[config.mk]
export PLATFORM = sky130hd
export DESIGN_NAME = qpa_port_access
export DESIGN_NICKNAME = d
export VERILOG_FILES = /design/src/hw/qpa_pkg.sv /design/src/hw/qpa_chan_if.sv /design/src/hw/qpa_chan_decode.sv /design/src/hw/qpa_port_access.sv
export SDC_FILE = /design/constraint.sdc
export NUM_CORES = 1
export LEC_CHECK = 0
export BUFFER_PORTS_ARGS = -buffer_cell sky130_fd_sc_hd__clkbuf_2
export CAP_MARGIN = 20
export CORE_ASPECT_RATIO = 0.6
export CORE_MARGIN = 2
export CORE_UTILIZATION = 55
export CTS_CLUSTER_DIAMETER = 150
export DETAILED_ROUTE_END_ITERATION = 10
export PLACE_DENSITY = 0.78
export RECOVER_POWER = 50
export SLEW_MARGIN = 20
export SYNTH_ARGS = -nofsm -noshare
export SYNTH_HDL_FRONTEND = slang
export SYNTH_SLANG_ARGS = --single-unit
[constraint.sdc]
create_clock -name core_clk -period 6.45 [get_ports core_clk]
set_input_delay 1.29 -clock core_clk [delete_from_list [all_inputs] [get_ports core_clk]]
set_output_delay 1.29 -clock core_clk [all_outputs]
set_load 0.01 [all_outputs]
[src/hw/qpa_pkg.sv]
/*
 * Package for the port access and multiplexer addressing block of the
 * queued converter module: register offsets, field positions, reset values
 * and the access-segment answers.
 * Assumes a 16-bit intermodule bus with word offsets inside the module.
 */
package qpa_pkg;

   // =====================================================================
   // Register offsets (word offsets inside the module).
   localparam logic [7:0] OFF_MODULE_CONFIG = 8'h00;
   localparam logic [7:0] OFF_FACTORY_TEST = 8'h02;
   localparam logic [7:0] OFF_INTERRUPT_SETUP = 8'h04;
   localparam logic [7:0] OFF_PORT_DATA = 8'h06;
   localparam logic [7:0] OFF_PORT_DIRECTION = 8'h08;
   localparam logic [7:0] OFF_CONTROL_0 = 8'h0a;
   // Offsets below this value form the supervisor-only segment.
   localparam logic [7:0] OFF_ASSIGNABLE_BASE = 8'h06;

   // =====================================================================
   // Field positions.
   localparam int MCR_SUPERVISOR_SPACE_SELECT_BIT = 7;
   localparam int MCR_ARB_LSB = 0;
   localparam int MCR_ARB_W = 4;
   localparam int CR0_MUX_BIT = 15;
   localparam int TRIG1_PIN = 3;
   localparam int TRIG2_PIN = 4;
   localparam int MUX_ADDR_W = 3;

   // =====================================================================
   // Reset values and fixed answers.
   localparam logic MCR_SUPERVISOR_SPACE_SELECT_RESET = 1'b1;
   localparam logic [3:0] MCR_ARB_RESET = 4'h0;
   localparam logic [7:0] DIRECTION_RESET = 8'h00;
   localparam logic [15:0] TEST_RESET = 16'h0000;
   localparam logic [15:0] INTR_SETUP_RESET = 16'h0000;
   localparam logic [15:0] CR0_RESET = 16'h0000;
   localparam logic [15:0] SUPERVISOR_SPACE_SELECT_ONLY_USER_READ = 16'h0000;
   localparam logic [15:0] ASSIGNED_USER_READ = 16'hffff;
   localparam logic [7:0] DIRECTION_USED_MASK = 8'hff;

endpackage

[src/hw/qpa_chan_if.sv]
/*
 * Interface carrying the channel-decode results from the decoder module
 * to the port block.
 * Assumes both ends share core_clk.
 */
`timescale 1ns/1ps
interface qpa_chan_if;
   logic [2:0] mux_addr;
   logic [1:0] group_sel;
   logic [3:0] direct_chan;
   logic external;
   modport decoder (output mux_addr, output group_sel, output direct_chan,
      output external);
   modport user (input mux_addr, input group_sel, input direct_chan,
      input external);
endinterface

[src/hw/qpa_chan_decode.sv]
/*
 * Splits a conversion command word channel number into the multiplexer
 * address and the grouped analog input selection.
 * Assumes the channel number is stable for the conversion it belongs to.
 */
`timescale 1ns/1ps
module qpa_chan_decode
   import qpa_pkg::*;
(
   input wire logic [5:0] chan_num, // Channel number from the command word.
   input wire logic mux_mode, // External-multiplex mode is on.
   qpa_chan_if.decoder dec // Decode results.
);
   // Bits 3..1 address the chips; bits 0 and 4 pick the grouped input.
   assign dec.mux_addr = chan_num[3:1];
   assign dec.group_sel = {chan_num[4], chan_num[0]};
   assign dec.direct_chan = chan_num[3:0];
   assign dec.external = mux_mode && (chan_num[5] == 1'b0);
endmodule

[src/hw/qpa_port_access.sv]
/*
 * Bus access control, digital port logic and external multiplexer
 * addressing of the queued converter module.
 * Assumes a single-cycle synchronous 16-bit register port from the
 * intermodule bus, with supervisor state given by the bus master, and pins
 * that are asynchronous to core_clk.
 */
// Summary of operation
// - Supervisor-only segment is reachable only in supervisor mode.
// - User read of supervisor-only segment returns all zeros.
// - User read of supervisor-assigned segment returns all ones.
// - User writes to protected segments are dropped without effect.
// - Supervisor-select bit restricts or opens the assignable segment.
// - Config, test, interrupt registers supervisor-only; others assignable.
// - Arbitration number resets to zero; software loads a unique nonzero.
// - Arbitration number is driven out during interrupt acknowledge while a request is pending and the number is nonzero.
// - Pin synchroniser runs only after a port data access is decoded.
// - Port read gives pin level for inputs, latch for outputs.
// - Multiplex mode forces low three pins to drive the address.
// - Multiplex mode reads of address bits return address latches.
// - External trigger forces pin 3 or 4 to input, read live.
// - Two 8-bit ports: one bidirectional, one input only.
// - Port data registers are not reset.
// - Direction bit one makes an output, zero an input.
// - Reserved direction bits read zero and ignore writes.
// - Channel number yields address and grouped input; 32 external.
// - Multiplex bit in control register 0 selects external mode.
// - 16 internal channels; 20, 27, 34, 41 with one to four chips.
// - Grouped inputs carry even/odd low and even/odd high channels.
`timescale 1ns/1ps
module qpa_port_access
   import qpa_pkg::*;
(
   input wire logic core_clk, // System clock, 125 MHz.
   input wire logic rst, // Asynchronous reset, active high.
   input wire logic bus_sel, // Module selected this cycle.
   input wire logic bus_write, // One for write, zero for read.
   input wire logic bus_supervisor, // Bus master in supervisor mode.
   input wire logic [7:0] bus_addr, // Word offset inside the module.
   input wire logic [15:0] bus_wdata, // Write data.
   output logic [15:0] bus_rdata, // Read data, registered.
   output logic bus_ack, // Access done, one cycle later.
   input wire logic iack_cycle, // Interrupt acknowledge in progress.
   input wire logic irq_pending, // Module has a request at this level.
   output logic [3:0] arb_number_out, // Arbitration number driven out.
   output logic arb_drive, // Arbitration number is being driven.
   input wire logic [5:0] ccw_channel, // Channel of the current command.
   input wire logic trig1_mode, // Queue 1 in an external trigger mode.
   input wire logic trig2_mode, // Queue 2 in an external trigger mode.
   input wire logic [7:0] bidir_port_pins_in, // Bidirectional pin levels.
   output logic [7:0] bidir_port_pins_out, // Pin drive value.
   output logic [7:0] bidir_port_pins_oe, // Pin output enables.
   input wire logic [7:0] input_port_pins_in, // Input-only pin levels.
   output logic [1:0] group_select, // Grouped analog input selected.
   output logic [3:0] direct_channel, // Internal multiplexer channel.
   output logic external_select, // Conversion uses a grouped input.
   output logic [2:0] mux_address_outputs // Address to external chips.
);

   // =====================================================================
   // Registers.
   logic supervisor_space_select_reg;
   logic [3:0] arb_reg;
   logic [15:0] test_reg;
   logic [15:0] intr_reg;
   logic [15:0] cr0_reg;
   logic [7:0] dir_reg;
   logic [7:0] bidir_port_data_reg;
   logic [2:0] mux_addr_reg;
   logic sync_en_reg;
   logic [7:0] a_meta_reg;
   logic [7:0] a_sync_reg;
   logic [7:0] b_meta_reg;
   logic [7:0] b_sync_reg;
   logic [15:0] rdata_next;
   logic ack_reg;

   wire mux_mode = cr0_reg[CR0_MUX_BIT];

   qpa_chan_if chan ();

   qpa_chan_decode u_decode (
      .chan_num(ccw_channel),
      .mux_mode(mux_mode),
      .dec(chan.decoder)
   );

   // =====================================================================
   // Segment decode.
   wire in_supervisor_space_select_only = bus_addr < OFF_ASSIGNABLE_BASE;
   wire assign_restricted = supervisor_space_select_reg;
   wire user_mode = !bus_supervisor;
   wire blocked_supervisor_space_select = user_mode && in_supervisor_space_select_only;
   wire blocked_assign = user_mode && !in_supervisor_space_select_only && assign_restricted;
   wire allowed = bus_sel && !blocked_supervisor_space_select && !blocked_assign;
   wire wr_ok = allowed && bus_write;
   wire hit_mcr = bus_addr == OFF_MODULE_CONFIG;
   wire hit_test = bus_addr == OFF_FACTORY_TEST;
   wire hit_intr = bus_addr == OFF_INTERRUPT_SETUP;
   wire hit_data = bus_addr == OFF_PORT_DATA;
   wire hit_dir = bus_addr == OFF_PORT_DIRECTION;
   wire hit_cr0 = bus_addr == OFF_CONTROL_0;
   wire data_cycle = bus_sel && hit_data;

   // =====================================================================
   // Pin direction and port read.
   wire [7:0] trig_force;
   assign trig_force = {3'h0, trig2_mode, trig1_mode, 3'h0};
   wire [7:0] mux_force;
   assign mux_force = mux_mode ? 8'h07 : 8'h00;
   wire [7:0] dir_eff;
   assign dir_eff = (dir_reg | mux_force) & ~trig_force;
   wire [7:0] latch_value;
   assign latch_value = {bidir_port_data_reg[7:3],
      mux_mode ? mux_addr_reg : bidir_port_data_reg[2:0]};
   wire [7:0] bidir_port_data;
   assign bidir_port_data = (dir_eff & latch_value) |
      (~dir_eff & a_sync_reg);
   wire [7:0] input_port_data;
   assign input_port_data = b_sync_reg;

   // Open-drain drivers only pull low; a one lets the pin float high.
   assign bidir_port_pins_out = 8'h00;
   assign bidir_port_pins_oe = dir_eff & ~latch_value;
   assign mux_address_outputs = mux_addr_reg;
   assign group_select = chan.group_sel;
   assign direct_channel = chan.direct_chan;
   assign external_select = chan.external;

   // =====================================================================
   // Read data selection.
   wire [15:0] mcr_value;
   assign mcr_value = {8'h00, supervisor_space_select_reg, 3'h0, arb_reg};
   always_comb begin
      rdata_next = 16'h0000;
      if (bus_sel && !bus_write) begin
         if (blocked_supervisor_space_select) begin
            rdata_next = SUPERVISOR_SPACE_SELECT_ONLY_USER_READ;
         end else if (blocked_assign) begin
            rdata_next = ASSIGNED_USER_READ;
         end else if (hit_mcr) begin
            rdata_next = mcr_value;
         end else if (hit_test) begin
            rdata_next = test_reg;
         end else if (hit_intr) begin
            rdata_next = intr_reg;
         end else if (hit_data) begin
            rdata_next = {bidir_port_data, input_port_data};
         end else if (hit_dir) begin
            rdata_next = {dir_reg & DIRECTION_USED_MASK, 8'h00};
         end else if (hit_cr0) begin
            rdata_next = cr0_reg;
         end
      end
   end

   // =====================================================================
   // Control registers.
   always_ff @(posedge core_clk or posedge rst) begin
      if (rst) begin
         supervisor_space_select_reg <= MCR_SUPERVISOR_SPACE_SELECT_RESET;
         arb_reg <= MCR_ARB_RESET;
      end else if (wr_ok && hit_mcr) begin
         supervisor_space_select_reg <= bus_wdata[MCR_SUPERVISOR_SPACE_SELECT_BIT];
         arb_reg <= bus_wdata[MCR_ARB_LSB +: MCR_ARB_W];
      end
   end

   always_ff @(posedge core_clk or posedge rst) begin
      if (rst) begin
         test_reg <= TEST_RESET;
         intr_reg <= INTR_SETUP_RESET;
         cr0_reg <= CR0_RESET;
      end else begin
         if (wr_ok && hit_test) test_reg <= bus_wdata;
         if (wr_ok && hit_intr) intr_reg <= bus_wdata;
         if (wr_ok && hit_cr0) cr0_reg <= bus_wdata;
      end
   end

   always_ff @(posedge core_clk or posedge rst) begin
      if (rst) begin
         dir_reg <= DIRECTION_RESET;
      end else if (wr_ok && hit_dir) begin
         dir_reg <= bus_wdata[15:8] & DIRECTION_USED_MASK;
      end
   end

   // Port data latch keeps its value through reset.
   always_ff @(posedge core_clk) begin
      if (wr_ok && hit_data) begin
         bidir_port_data_reg <= bus_wdata[15:8];
      end
   end

   // Multiplexer address latch follows the current command's channel in multiplex mode and holds otherwise.
   always_ff @(posedge core_clk or posedge rst) begin
      if (rst) begin
         mux_addr_reg <= 3'h0;
      end else if (mux_mode) begin
         mux_addr_reg <= chan.mux_addr;
      end
   end

   // =====================================================================
   // Gated pin synchronisers.
   always_ff @(posedge core_clk or posedge rst) begin
      if (rst) begin
         sync_en_reg <= 1'b0;
      end else if (data_cycle) begin
         sync_en_reg <= 1'b1;
      end
   end

   always_ff @(posedge core_clk or posedge rst) begin
      if (rst) begin
         a_meta_reg <= 8'h00;
         a_sync_reg <= 8'h00;
         b_meta_reg <= 8'h00;
         b_sync_reg <= 8'h00;
      end else if (sync_en_reg || data_cycle) begin
         a_meta_reg <= bidir_port_pins_in;
         a_sync_reg <= a_meta_reg;
         b_meta_reg <= input_port_pins_in;
         b_sync_reg <= b_meta_reg;
      end
   end

   // =====================================================================
   // Bus answer and arbitration.
   always_ff @(posedge core_clk or posedge rst) begin
      if (rst) begin
         bus_rdata <= 16'h0000;
         ack_reg <= 1'b0;
      end else begin
         bus_rdata <= rdata_next;
         ack_reg <= bus_sel;
      end
   end
   assign bus_ack = ack_reg;

   // A zero number never takes part in arbitration.
   assign arb_drive = iack_cycle && irq_pending && (arb_reg != 4'h0);
   assign arb_number_out = arb_drive ? arb_reg : 4'h0;

endmodule

==> results.yml, run 1 <==
power:
  p_total_mw: 2.07
  power.leakage_nw: 3.18
  p_int_mw: 1.52
  combPwrFrac: 0.119
  pwr-share-clk: 0.418
  seq_power_share: 0.463
  p_sw_mw: 0.549
  p_sw_frac: 0.265
  ir_drop_mv: 0.214
  power.density_nw_per_um2: 309
synthesis:
  yosysTopAreaCellShare: 0.490
  syn_area_per_cell_sq_um: 12.6
  ys_seq_area_frac: 0.536
  syn-instance-count: 459
  synth_seq_cells: 122
  synth.distinct_cells: 54
  yosys-top-cells-area: "dfrtp_1, mux2_2, mux2_4"
  ys_warn_count: 0
  synth_top_cell_by_area: "dfrtp_1"
  synthesis.area_sq_um: 5770
clocking:
  tritoncts: "built"
  post_cts_buffers: 0
  ctsHtreeMaxLevel: 4
  cts_resized: 0
  hold_buffers: 0
  numCtsBuffers: 17
  clk_pin_slew_ns: 0.06
  clk_path_buf_depth: 2
  clock-sinks: 122
  clk_latency_ns: 0.41
  clockRootBuffer: "clkbuf_16"
drt:
  wire_per_inst_um: 20.6
  wirelength_um: 14100
  firstDrtPassIters: 5
  drc_errors: 0
  drt_iter0_markers: 354
  antenna_left: 0
  via_per_inst: 6.07
  via_count: 4142
hold_path:
  hp-class: "flip-flop to flip-flop"
setup_path:
  worst-path-max-fanout: 62
  endpoint: "bus_rdata[5]$_DFF_PP0_"
  start_kind: "input port"
  startpoint: "rst"
  path_class: "input port to asynchronous set/reset pin"
  timing.rr.start: "assign_restricted$_DFFE_PP1P_"
  cp-end-kind: "asynchronous set/reset pin"
  crit-reg2reg-capture: "cr0_reg[8]$_DFFE_PP0P_"
  required_ns: 6.71
  rr_worst_depth: 4
  cp.arrival_ns: 3.98
  reg2reg_slack_ns: 4.39
finish:
  nets: 589
  final_common_cell: "dfrtp_1"
  mostFrequentLayoutCells: "dfrtp_1, mux2_2, clkbuf_2, clkbuf_1, o21ai_0"
  final_util: 0.670
  drive_gt1_frac: 0.362
  design_area_sq_um: 6720
  antenna_cells: 0
  area_growth_pct: 16.5
sta:
  worst_hold_slack_ns: 0.500
  min_period_ns: 3.72
  tightest_slew_ns: 2.25
  finalSetupViolCount: 0
  slew_violations: 54
  hold_viol_final: 0
  skew_ns: 0.00517
  tns_ns: 0
  max_freq_mhz: 269
  rsz0062_at_grt: "no"
  maxSlewHeadroom: -0.505
  fin_crit_sh: 0.576
floorplanning:
  core-area_sq_um: 10000
  die_w_um: 136
  row_count: 28
  ios: 103
  start_util: 0.576
  dieArea_sq_um: 11300
  fp.dieH_um: 83.3
run_status:
  status: "finished with violations"
  violations: "max-capacitance violations, max-slew violations"
placement:
  dp_hpwl_um: 9660
  post_dp_cell_area_sq_um: 6190
  port_buffers: 89
  gp_congestion: 0.932
grt:
  grt_overflow: 0
  grt_usage: 0.262
  antenna_found_initial: 0
  grt_pass1_vias: 4095
  grt_pass1_wl_um: 22200
  grt_max_degree: 63
job:
  maxCapViolCount: 2
[layer usage]
layer | wire length (um) | GRT usage
met4 | 236 | 0.0928
met1 | 6380 | 0.380
met2 | 5850 | 0.355
met5 | 0 | 0
met3 | 1610 | 0.101
[through the flow]
step	std cells	worst slack [ns]
after floorplan	466	2.15
after global placement	649	2.76
after detailed placement	649	2.65
after CTS	681	3.08
after global routing	682	2.10
final	682	2.73
[power groups by stage]
stage               sequential [mW]  clock, mW  combinational (mW)
floorplan                     0.935          0               0.186
global placement              0.962          0               0.232
detailed placement            0.969          0               0.244
CTS                           0.957      0.875               0.247
global route                  0.971      0.912               0.272
finish                        0.959      0.867               0.246
[cell usage after synthesis (all sizes together)]
| cell | n |
|---|---|
| o2bb2ai | 2 |
| dfrtp | 113 |
| a222oi | 3 |
| mux2i | 7 |
| a21oi | 18 |
| o31a | 1 |
| nor3 | 7 |
| nand3 | 8 |
| nor3b | 3 |
| a22oi | 1 |
| and2 | 1 |
| nor2 | 14 |
| a211oi | 9 |
| clkbuf | 16 |
| o21bai | 4 |
| o2111a | 2 |
| or2 | 1 |
| nand2b | 8 |
| inv | 8 |
| a22o | 4 |
| conb | 1 |
| nor2b | 7 |
| or4 | 1 |
| a211o | 2 |
| and4 | 1 |
| a221oi | 2 |
| edfxtp | 8 |
| o21ai | 23 |
| a31o | 2 |
| mux2 | 98 |
| a31oi | 5 |
| o22ai | 6 |
| o21a | 1 |
| nor4 | 2 |
| buf | 26 |
| o22a | 4 |
| o2111ai | 3 |
| and3 | 6 |
| or3 | 5 |
| dfstp | 1 |
| a21o | 5 |
| nand2 | 18 |
| a32oi | 2 |
[worst min-delay path by stage]
stage | start | endpoint | depth (start not counted)
6_report | a_meta_reg[6]$_DFFE_PP0P_ | a_sync_reg[6]$_DFFE_PP0P_ | 1
5_1_grt | a_meta_reg[6]$_DFFE_PP0P_ | a_meta_reg[6]$_DFFE_PP0P_ | 1
4_1_cts | a_meta_reg[6]$_DFFE_PP0P_ | a_sync_reg[6]$_DFFE_PP0P_ | 1
3_5_place_dp | b_meta_reg[7]$_DFFE_PP0P_ | b_sync_reg[7]$_DFFE_PP0P_ | 1
3_3_place_gp | cr0_reg[11]$_DFFE_PP0P_ | cr0_reg[11]$_DFFE_PP0P_ | 1
2_1_floorplan | cr0_reg[7]$_DFFE_PP0P_ | cr0_reg[7]$_DFFE_PP0P_ | 1
[cell families after synthesis]
group	count (synthesis)	share of synthesized area
other	1	0.000650
buffers and inverters	50	0.0471
DFF	122	0.536
and+or+nand+nor	82	0.0820
muxes	105	0.216
AOI/OAI and AO/OA	99	0.117
[worst max-delay path: stages]
cell	delay (ns)
clkbuf_1	0.08
clkinvlp_2	1.26
clkbuf_2	1.28
[final cells by class]
type	instances	area, sq um
fillers	764	3300
flip-flops and latches	122	3090
repair buffers	91	437
well taps	135	169
clock inverters	13	96.3
inverters	8	31.3
clock buffers	19	453
multi-input cells	294	2440
(Power assumes the default switching activity.)
==> run 2: changes to the inputs <==
--- a/config.mk
+++ b/config.mk
@@ -5,6 +5,7 @@
 export SDC_FILE = /design/constraint.sdc
 export NUM_CORES = 1
 export LEC_CHECK = 0
+export ABC_AREA = 1
 export BUFFER_PORTS_ARGS = -buffer_cell sky130_fd_sc_hd__clkbuf_2
 export CAP_MARGIN = 20
 export CORE_ASPECT_RATIO = 0.6
==> constraint.sdc (replaced) <==
create_clock -name core_clk -period 3.5 [get_ports core_clk]
set_input_delay 0.7 -clock core_clk [delete_from_list [all_inputs] [get_ports core_clk]]
set_output_delay 0.7 -clock core_clk [all_outputs]
set_load 0.01 [all_outputs]
==> run 2 against run 1 <==
  * The run still ends with max-capacitance violations, max-slew violations left
  * Clock power rose by 90%
  * Register-to-register slack worse by 2.7 ns
  * Critical endpoint is now bidir_port_data_reg[6]$_DFFE_PP_
  * Sequential share of layout area is 0.23 points lower
  * Via count up 13%
  * Global-route usage is 1.8 points lower
  * Largest cell class unchanged
  * Die area is 0.69% higher
==> results.yml, run 2 <==
drt:
  wire_per_inst_um: 14.1
  antenna_left: 0
  drt_iter0_markers: 365
  via_count: 4685
  drc_errors: 0
  wirelength_um: 13000
  firstDrtPassIters: 4
  via_per_inst: 5.08
placement:
  dp_hpwl_um: 9210
  port_buffers: 89
  gp_congestion: 0.880
  dp.cells: 892
  post_dp_cell_area_sq_um: 6220
clocking:
  post_cts_buffers: 0
  ctsHtreeMaxLevel: 4
  hold_buffers: 0
  clk_latency_ns: 0.41
  clk_pin_slew_ns: 0.05
  numCtsBuffers: 17
  clockRootBuffer: "clkbuf_16"
  clk_path_buf_depth: 2
  tritoncts: "built"
  cts_resized: 0
  clock-sinks: 122
floorplanning:
  start_util: 0.558
  fp.dieH_um: 83.6
  row_count: 29
  die_w_um: 137
  dieArea_sq_um: 11400
  core-area_sq_um: 10400
  ios: 103
grt:
  antenna_found_initial: 0
  grt_pass1_wl_um: 21300
  grt_pass1_vias: 4476
  grt_usage: 0.243
  grt_max_degree: 48
  grt_overflow: 0
sta:
  maxSlewHeadroom: -0.169
  max_freq_mhz: 449
  skew_ns: 0.00577
  fin_crit_sh: 0.636
  rsz0062_at_grt: "no"
  min_period_ns: 2.23
  tightest_slew_ns: 1.74
  finalSetupViolCount: 0
  hold_viol_final: 0
  slew_violations: 40
  tns_ns: 0
finish:
  antenna_cells: 0
  nets: 827
  final_common_cell: "nand2_1"
  design_area_sq_um: 6750
  area_growth_pct: 16.2
  fill_cells: 883
  fin_cells: 923
  mostFrequentLayoutCells: "nand2_1, dfrtp_1, inv_1, nor2_1, clkbuf_2"
  drive_gt1_frac: 0.189
  final_util: 0.648
synthesis:
  synth_seq_cells: 122
  syn-instance-count: 692
  ys_seq_area_frac: 0.533
  synth_edf_count: 8
  ys_top_cells_by_count: "nand2_1, dfrtp_1, inv_1, nor2_1, o21ai_1"
  yosysTopAreaCellShare: 0.487
  yosysMostFrequentCell: "nand2_1"
  synthesis.area_sq_um: 5810
  ys_warn_count: 0
  synth_flop_cell: "dfrtp_1"
  syn_area_per_cell_sq_um: 8.39
  synth.distinct_cells: 32
  ys_async_sr_fraction: 0.934
  yosys-top-cells-area: "dfrtp_1, nand2_1, inv_1"
  synth_top_cell_by_area: "dfrtp_1"
job:
  maxCapViolCount: 1
setup_path:
  cp.arrival_ns: 2.26
  path_class: "input port to flip-flop"
  cp-end-kind: "flip-flop"
  worst-path-max-fanout: 11
  required_ns: 3.53
  start_kind: "input port"
power:
  power.density_nw_per_um2: 566
  ir_drop_mv: 0.401
  p_total_mw: 3.82
  power.leakage_nw: 3.32
run_status:
  status: "finished with violations"
  violations: "max-capacitance violations, max-slew violations"
hold_path:
  hp-class: "flip-flop to flip-flop"
==> run 2: cell families after synthesis <==
logic type      synth area share
compound gates             0.114
buf+inv                    0.121
flops                      0.533
other cells             0.000646
simple gates               0.232
==> run 2: critical path, stage by stage <==
cell      delay (ns)
clkbuf_2        0.11
inv_2           0.04
nor2_1          0.17
nand4_1         0.47
nor2_1          0.77
==> run 2: path summary, 6_finish.rpt <==
path | slack, ns | startpoint | end | cells after the start
setup / recovery | 1.27 | bus_addr[2] | bidir_port_data_reg[6]$_DFFE_PP_ | 5
hold / removal | 0.47 | assign_restricted$_DFFE_PP1P_ | assign_restricted$_DFFE_PP1P_ | 2
setup reg to reg | 1.69 | assign_restricted$_DFFE_PP1P_ | test_reg[2]$_DFFE_PP0P_ | 6
hold reg to reg | 0.47 | assign_restricted$_DFFE_PP1P_ | assign_restricted$_DFFE_PP1P_ | 2
max in group asynchronous | 1.40 | rst | bus_rdata[1]$_DFF_PP0_ | 3
min in group asynchronous | 0.70 | rst | mux_address_outputs[2]$_DFFE_PP0P_ | 2
==> run 2: metal layers <==
| layer | track usage | vias to the layer above | routed length, um |
|---|---|---|---|
| met5 | 0 | - | 0 |
| met4 | 0.0947 | 0 | 289 |
| met3 | 0.0601 | 28 | 789 |
| met2 | 0.386 | 161 | 6180 |
| met1 | 0.323 | 2196 | 5760 |
| li1 | - | 2300 | - |
==> run 2: final cells by class <==
class                   count  area [sq um]  share of cell area
clock buffers              24           502              0.0743
clock inverters             7          62.6             0.00927
inverters                 108           412              0.0610
multi-input cells         428          2040               0.302
flip-flops and latches    122          3090               0.458
well taps                 139           174              0.0258
repair buffers             95           472              0.0699
==> run 2: through the flow <==
step / hold slack (ns) / setup WS (ns)
finish: 0.470 / 1.27
CTS: 0.452 / 1.25
detailed placement: 0.465 / 0.932
floorplan: 0.453 / 1.36
global placement: 0.463 / 1.00
global route: 0.466 / 0.989
==> run 2: power breakdown <==
part / switching [mW] / leakage (nW) / internal [mW]
combinational: 0.281 / 1.45 / 0.161
clock: 0.591 / 0.287 / 1.06
sequential: 0.0965 / 1.58 / 1.63
total: 0.969 / 3.32 / 2.85
